===== src/pwg_pkg.sv =====
// constants, register map and state type of the sixteen-channel 8-bit pwm generator
// ==========================================================================
// Overview of operation
// divider select register clears on reset and on hardware standby entry.
// divider select bits 7..3 ignore writes and read as zero.
// divider bits 2 and 1 plus gate and source bits choose counter clock.
// software never writes one into divider select bit 0.
// pwm outputs 0..7 need their port one direction bit set.
// pwm outputs 8..15 need their port two direction bit set.
// port direction registers are 8-bit write-only, reset to zero.
// in port-output mode the port data bit fixes the pin level.
// pwm halt bit set stops the timer and enters module stop.
// module halt control resets to 0x3FFF on reset and hardware standby.
// bit 3 of halt high byte stops pwm; starts stopped.
// upper duty nibble sets each basic pulse duty, 0/16 to 15/16.
// extra pulse is one resolution active just before basic rising edge.
// with zero upper nibble extra pulses still appear at same positions.
// lower nibble n adds n extra pulses in fixed order; pulse 0 never.
// gate off disables; source 0 system clock; else divide by 2,4,8,16.
// resolution is one selected clock; period is 256 in 16 pulses.
// polarity bit one inverts output so data sets low time.
// pin carries pwm only with direction and output enable both one.
// one free-running 8-bit counter serves all sixteen channels.
package pwg_pkg;
  // ========================================================================
  // register offsets (byte addresses, one 32-bit word each)
  localparam logic [7:0] OFS_SEL = 8'h00;
  localparam logic [7:0] OFS_DIV = 8'h04;
  localparam logic [7:0] OFS_DIR1 = 8'h08;
  localparam logic [7:0] OFS_DIR2 = 8'h0C;
  localparam logic [7:0] OFS_LVL1 = 8'h10;
  localparam logic [7:0] OFS_LVL2 = 8'h14;
  localparam logic [7:0] OFS_HALT = 8'h18;
  localparam logic [7:0] OFS_POL = 8'h1C;
  localparam logic [7:0] OFS_OE = 8'h20;
  localparam logic [7:0] OFS_DUTY = 8'h24;
  localparam logic [7:0] OFS_CNT = 8'h28;
  // ========================================================================
  // field positions
  localparam int SEL_GATE_BIT = 7;
  localparam int SEL_SRC_BIT = 6;
  localparam int DIV_LSB = 1;
  localparam int HALT_PWM_BIT = 11;
  localparam logic [7:0] SEL_WR_MASK = 8'hCF;
  localparam logic [7:0] SEL_FIXED_ONES = 8'h20;
  // ========================================================================
  // reset values
  localparam logic [7:0] SEL_RST = 8'h00;
  localparam logic [1:0] DIV_RST = 2'h0;
  localparam logic [7:0] PORT_RST = 8'h00;
  localparam logic [15:0] HALT_RST = 16'h3FFF;
  localparam logic [15:0] WIDE_RST = 16'h0000;
  localparam logic [7:0] DUTY_RST = 8'h00;
  // ========================================================================
  // whole state of the block
  typedef struct packed {
    logic [7:0] sel;
    logic [1:0] div;
    logic [7:0] dir1;
    logic [7:0] dir2;
    logic [7:0] lvl1;
    logic [7:0] lvl2;
    logic [15:0] halt;
    logic [15:0] pol;
    logic [15:0] oe;
    logic [15:0][7:0] duty;
    logic [3:0] pre;
    logic [7:0] cnt;
    logic [15:0] pins;
    logic ack;
    logic [31:0] rdat;
  } pwg_state_type;
  localparam pwg_state_type ST_RST = '{sel: SEL_RST, div: DIV_RST, dir1: PORT_RST, dir2: PORT_RST,
    lvl1: PORT_RST, lvl2: PORT_RST, halt: HALT_RST, pol: WIDE_RST, oe: WIDE_RST,
    duty: {16{DUTY_RST}}, pre: 4'h0, cnt: 8'h00, pins: 16'h0000, ack: 1'b0, rdat: 32'h0000_0000};
endpackage


===== src/pwg_pwm16.sv =====
// sixteen-channel 8-bit pwm generator with wishbone register slave
//
// The implementer's own choices: the register offsets and register access over Wishbone.
module pwg_pwm16 (
  // clock, reset, enable
  input wire logic clk_i,
  input wire logic rst_i,
  input wire logic ce_i,
  input wire logic hw_standby_i,
  // wishbone slave
  input wire logic wb_cyc_i,
  input wire logic wb_stb_i,
  input wire logic wb_we_i,
  input wire logic [7:0] wb_adr_i,
  input wire logic [3:0] wb_sel_i,
  input wire logic [31:0] wb_dat_i,
  output logic [31:0] wb_dat_o,
  output logic wb_ack_o,
  // pins
  output logic [15:0] pin_o,
  output logic [15:0] pin_oe_o
);
  import pwg_pkg::*;

  pwg_state_type q_r;
  pwg_state_type q_nxt;
  logic wr;
  logic tick;
  logic halted;
  logic [3:0] mask;
  logic [3:0] lo;
  logic [3:0] rank;
  logic [3:0] dh;
  logic [15:0] act;
  logic [31:0] rd;
  logic [7:0] radr;

  assign radr = {wb_adr_i[7:2], 2'b00};
  // write lands on the edge where ack is seen, as the master samples it
  assign wr = wb_cyc_i && wb_stb_i && wb_we_i && q_r.ack;
  assign halted = q_r.halt[HALT_PWM_BIT];
  assign lo = q_r.cnt[3:0];
  // basic pulse p gets an extra pulse when its fill rank is below n;
  // rank is the bit-reverse of ~p, which puts pulse 0 last, never reached
  assign rank = {~q_r.cnt[4], ~q_r.cnt[5], ~q_r.cnt[6], ~q_r.cnt[7]};

  // ==========================================================================
  // read mux
  always_comb begin
    rd = 32'h0000_0000;
    case (radr)
      OFS_SEL: rd = {24'h00_0000, (q_r.sel & SEL_WR_MASK) | SEL_FIXED_ONES};
      OFS_DIV: rd = {24'h00_0000, 5'h00, q_r.div, 1'b0};
      // write-only direction registers: software has to keep its own copy
      OFS_DIR1: rd = 32'h0000_0000;
      OFS_DIR2: rd = 32'h0000_0000;
      OFS_LVL1: rd = {24'h00_0000, q_r.lvl1};
      OFS_LVL2: rd = {24'h00_0000, q_r.lvl2};
      OFS_HALT: rd = {16'h0000, q_r.halt};
      OFS_POL: rd = {16'h0000, q_r.pol};
      OFS_OE: rd = {16'h0000, q_r.oe};
      OFS_DUTY: rd = {24'h00_0000, q_r.duty[q_r.sel[3:0]]};
      OFS_CNT: rd = {24'h00_0000, q_r.cnt};
      default: rd = 32'h0000_0000;
    endcase
  end

  // ==========================================================================
  // prescaler mask: divide by 2, 4, 8 or 16
  // the prescaler keeps running across a divider change, so the first step after it may be short
  always_comb begin
    case (q_r.div)
      2'b00: mask = 4'h1;
      2'b01: mask = 4'h3;
      2'b10: mask = 4'h7;
      2'b11: mask = 4'hF;
      default: mask = 4'h1;
    endcase
  end
  // one resolution step per tick; source 0 steps on every system cycle
  assign tick = q_r.sel[SEL_GATE_BIT] && (!q_r.sel[SEL_SRC_BIT] || ((q_r.pre & mask) == mask));

  // ==========================================================================
  // channel waveforms: basic pulse sits at the end of each 16-step slot so
  // the one-step extra pulse lands right before its rising edge
  always_comb begin
    // duty zero never goes active: a steady full-on level needs port-output mode
    act = 16'h0000;
    dh = 4'h0;
    for (int i = 0; i < 16; i++) begin
      dh = q_r.duty[i][7:4];
      act[i] = (lo > ~dh) || ((lo == ~dh) && (rank < q_r.duty[i][3:0]));
    end
  end

  // ==========================================================================
  // next state
  always_comb begin
    q_nxt = q_r;
    // bus answer: one ack per request, dropped in the next cycle
    q_nxt.ack = wb_cyc_i && wb_stb_i && !q_r.ack;
    if (wb_cyc_i && wb_stb_i && !q_r.ack) begin
      q_nxt.rdat = rd;
    end
    if (wr && wb_sel_i[0]) begin
      case (radr)
        OFS_SEL: q_nxt.sel = wb_dat_i[7:0] & SEL_WR_MASK;
        OFS_DIV: q_nxt.div = wb_dat_i[DIV_LSB +: 2];
        OFS_DIR1: q_nxt.dir1 = wb_dat_i[7:0];
        OFS_DIR2: q_nxt.dir2 = wb_dat_i[7:0];
        OFS_LVL1: q_nxt.lvl1 = wb_dat_i[7:0];
        OFS_LVL2: q_nxt.lvl2 = wb_dat_i[7:0];
        OFS_HALT: q_nxt.halt[7:0] = wb_dat_i[7:0];
        OFS_POL: q_nxt.pol[7:0] = wb_dat_i[7:0];
        OFS_OE: q_nxt.oe[7:0] = wb_dat_i[7:0];
        OFS_DUTY: q_nxt.duty[q_r.sel[3:0]] = wb_dat_i[7:0];
        default: q_nxt.rdat = q_nxt.rdat;
      endcase
    end
    // high byte lanes of the 16-bit registers
    if (wr && wb_sel_i[1]) begin
      case (radr)
        OFS_HALT: q_nxt.halt[15:8] = wb_dat_i[15:8];
        OFS_POL: q_nxt.pol[15:8] = wb_dat_i[15:8];
        OFS_OE: q_nxt.oe[15:8] = wb_dat_i[15:8];
        default: q_nxt.rdat = q_nxt.rdat;
      endcase
    end
    // time base: single counter for all channels
    // duties are lost in module stop, so software must rewrite them after release
    if (halted) begin
      q_nxt.pre = 4'h0;
      q_nxt.cnt = 8'h00;
      q_nxt.duty = {16{DUTY_RST}}; // module stop also clears the duty values
    end else if (q_r.sel[SEL_GATE_BIT]) begin
      q_nxt.pre = q_r.pre + 4'h1;
      if (tick) begin
        q_nxt.cnt = q_r.cnt + 8'h01;
      end
    end else begin
      q_nxt.pre = 4'h0;
    end
    // pin mux: pwm, port level, or released
    for (int i = 0; i < 16; i++) begin
      if (i < 8) begin
        q_nxt.pins[i] = (q_r.dir1[i] && q_r.oe[i]) ? (act[i] ^ q_r.pol[i]) : q_r.lvl1[i];
      end else begin
        q_nxt.pins[i] = (q_r.dir2[i - 8] && q_r.oe[i]) ? (act[i] ^ q_r.pol[i]) : q_r.lvl2[i - 8];
      end
    end
    // hardware standby behaves like reset; a bus cycle open then is not answered
    if (hw_standby_i) begin
      q_nxt = ST_RST;
    end
  end

  // ==========================================================================
  // state register; enable low freezes everything but reset
  always_ff @(posedge clk_i) begin
    if (rst_i) begin
      q_r <= ST_RST;
    end else if (ce_i) begin
      q_r <= q_nxt;
    end
  end

  assign wb_dat_o = q_r.rdat;
  assign wb_ack_o = q_r.ack;
  assign pin_o = q_r.pins;
  // direction alone enables the driver; input mode floats the pin
  assign pin_oe_o = {q_r.dir2, q_r.dir1};
endmodule


===== config.mk =====
export PLATFORM = sky130hd
export DESIGN_NAME = pwg_pwm16
export DESIGN_NICKNAME = d
export VERILOG_FILES = /design/src/pwg_pkg.sv /design/src/pwg_pwm16.sv
export SDC_FILE = /design/constraint.sdc
export NUM_CORES = 1
export LEC_CHECK = 0
export ABC_AREA = 1
export BUFFER_PORTS_ARGS = -buffer_cell sky130_fd_sc_hd__buf_2
export CAP_MARGIN = 5
export CORE_MARGIN = 2
export CORE_UTILIZATION = 60
export DETAILED_ROUTE_END_ITERATION = 10
export GPL_ROUTABILITY_DRIVEN = 0
export GPL_TIMING_DRIVEN = 0
export HOLD_SLACK_MARGIN = 0.12
export PLACE_DENSITY = 0.8
export SYNTH_ARGS = -nofsm -noshare
export SYNTH_HDL_FRONTEND = slang
export SYNTH_SLANG_ARGS = --single-unit

===== constraint.sdc =====
create_clock -name clk_i -period 2.3 [get_ports clk_i]
set_input_delay 0.115 -clock clk_i [delete_from_list [all_inputs] [get_ports clk_i]]
set_output_delay 0.115 -clock clk_i [all_outputs]
set_load 0.03 [all_outputs]

==> out/qor.csv <==
stage,metric,value,unit
placement,place_area,0.0165,mm2
yosys,synth_warnings,0,
yosys,syn_inst,2380,
drt,vias,16700,
die,ioPinCount,116,
drt,drt_iter0_markers,2354,
timing,skew,29.2,ps
die,die_area,0.0273,mm2
global_route,grt_use_met3,0.0842,
worst_setup_path,end_kind,flop,
finish,syn_to_final_growth,14.1,%
placement,pre_cts_ws,-349,ps
clocking,cts_tree,yes,
worst_setup_path,arrival,2760,ps
drt,drtAntennaViolNets,0,
clocking,clk_pin_slew,60,ps
worst_setup_path,reg2regPathDepth,11,
global_route,use_met1,0.500,
drt,drc,0,
worst_setup_path,critPathRequiredTime,2780,ps
timing,min_period,2280,ps
finish,final_cell_area,0.0178,mm2
worst_hold_path,hold-path-endpoint,q_r[278]$_SDFFE_PP0P_,
die,die_w,165,um
clocking,clkSinkCount,261,
clocking,numCtsBuffers,28,
power_and_ir_drop,power_density,588,mW/mm2
yosys,synth_common_cells,"nand2_1, a21oi_1, dfxtp_1",
timing,layout_setup_ws,17.7,ps
global_route,top_usage_layer,met2,
global_route,grt_antenna_before_repair,0,
worst_setup_path,r2r-end,wb_dat_o[1]$_SDFFE_PP0P_,
worst_setup_path,crit_path_start_kind,input port,
yosys,synth_area_leaders,"dfxtp_1, nand2_1, ha_1",
timing,fin_tns_setup,0,ps
finish,nNetsFinal,2699,
finish,drive_gt1_frac,0.125,
global_route,grt_pass1_wl,79.9,mm
clocking,clockBufferDepth,3,
global_route,overflow,0,
timing,rsz0062_at_grt,true,
worst_setup_path,crit_fanout,10,
drt,dr.pass1.iters,9,
finish,antenna_cells,0,
drt,wl,52.7,mm
clocking,htree_levels,1,
run,cap_violations,0,
worst_hold_path,whs_path_depth,5,
global_route,grt_usage,0.379,
die,std_cell_rows,59,
outcome,status,finished clean,
yosys,ys_ff_latch,261,
yosys,synth-seq-area-share,0.334,
yosys,synth-main-ff-cell,dfxtp_1,
die,die_h,165,um
global_route,use_met2,0.576,
yosys,async_flop_share,0,
worst_hold_path,hold_path_class,input port to flop,
worst_setup_path,path_class,input port to flop,
yosys,yosys.area.top_type,dfxtp_1,
die,start_util,0.605,
yosys,synth.top_cell.area_share,0.334,
timing,hold_violations,0,
drt,vias_per_cell,5.77,
placement,hpwl,37.6,mm
drt,wl_per_cell,18.2,um
timing,slew_viol_final,0,
timing,setup_violations,0,
power_and_ir_drop,leakage,7.95,nW
yosys,synth_cell_type_count,37,
yosys,synth_area_per_cell,6.56,um2
power_and_ir_drop,irDropWorstVdd,0.579,mV
clocking,cts_root_buffer,clkbuf_16,
yosys,synth_most_common_cell,nand2_1,
timing,min_period_over_period,0.992,
global_route,grt_max_degree,23,
yosys,netlist_area,0.0156,mm2
timing,worst_slew_pin_slew,867,ps
placement,io_buffers,78,
global_route,grt_pass1_vias,15100,
worst_hold_path,holdCritStartpoint,wb_sel_i[0],
timing,fmax,438,MHz
clocking,clock_latency,580,ps
worst_setup_path,rrSetupSlack,60,ps
yosys,synth_edf_count,0,
worst_setup_path,r2r_start,q_r[271]$_SDFFE_PP0P_,
timing,slew_headroom,0.422,
die,coreArea,0.0258,mm2
==> layer usage <==
layer,wire [um],vias up
met5,0,-
met3,6800,237
met4,3320,0
met2,22200,1073
met1,20400,7492
li1,-,7884
==> flip-flops by register name (all words and copies together) (netlist names) <==
register	flops
dh	4
halted	1
lo	4
pin_o	16
pin_oe_o	16
q_r	203
wb_ack_o	1
wb_dat_o	16
==> power by group <==
group          internal (mW)  switching, mW  leakage [nW]
combinational          0.234          0.687          5.35
clock                   2.89           1.99         0.487
sequential              4.60         0.0713          2.12
==> cells in the final DEF (no fill, tap or decap), drive strengths merged <==
cell / n
a211oi: 7
a21oi: 289
a31o: 1
a31oi: 1
and3: 1
buf: 191
bufinv: 3
clkbuf: 87
clkinv: 6
clkinvlp: 5
conb: 16
dfxtp: 261
dlygate4sd3: 21
ha: 114
inv: 211
nand2: 938
nand3: 102
nand4: 8
nor2: 115
nor3: 15
o211ai: 16
o21ai: 137
o21bai: 4
o221ai: 2
xnor2: 1
xor2: 3
==> area by class of cell <==
type	instances	area [um2]
multi-input cells	1770	8750
fillers	2227	8010
flip-flops and latches	261	5240
plain buffers	147	893
clock buffers	42	853
inverters	216	828
repair buffers	110	708
well taps	335	419
clock inverters	9	134
==> critical path: stages <==
cell,delay [ps]
dlygate4sd3_1,540
buf_2,150
buf_2,220
inv_2,180
nand2_1,470
nor3_4,600
buf_6,240
nand2_1,80
a21oi_2,150
==> how the worst max path moves through the flow <==
stage                                     start                        to  slack, ps  cells past startpoint
after global routing      q_r[271]$_SDFFE_PP0P_  wb_dat_o[2]$_SDFFE_PP0P_        -40                     11
final                              hw_standby_i      q_r[92]$_SDFFE_PP0P_         20                      9
after CTS                 q_r[271]$_SDFFE_PP0P_  wb_dat_o[3]$_SDFFE_PP0P_         70                     11
after floorplan           wb_ack_o$_SDFFE_PP0P_      q_r[77]$_SDFFE_PP0P_        530                     10
after global placement       lo[3]$_SDFFE_PP0P_     pin_o[7]$_SDFFE_PP0P_       -230                      9
after detailed placement     lo[2]$_SDFFE_PP0P_     pin_o[7]$_SDFFE_PP0P_       -350                      9
==> repair_timing <==
item,4_1_cts,5_1_grt
endpoints found under the hold margin,46,0
hold buffers,21,0
pin swaps,0,1
endpoints found under the setup margin,17,37
setup buffers,11,0
cloned,0,0
gates resized for setup,7,11
==> kinds of logic (layout without fill, tap and decap cells) <==
group / count (synthesis) / after routing / synth area share
simple gates: 1179 / 1179 / 0.305
compound gates: 457 / 457 / 0.158
buf+inv: 364 / 524 / 0.109
flops: 261 / 261 / 0.334
fa+ha+maj: 114 / 114 / 0.0913
xor+xnor: 4 / 4 / 0.00224
other cells: 1 / 16 / 0.000240
==> metrics by stage <==
step                power (mW)  utilization  instances  hold WS, ps
finish                    10.5        0.690       2890          232
global route              10.7        0.690       2890          294
CTS                       10.4        0.689       2891          202
detailed placement        5.62        0.638       2808          361
global placement          5.61        0.638       2808          348
floorplan                 5.33            -       2395          247
Power figures use the tool's default switching activity.
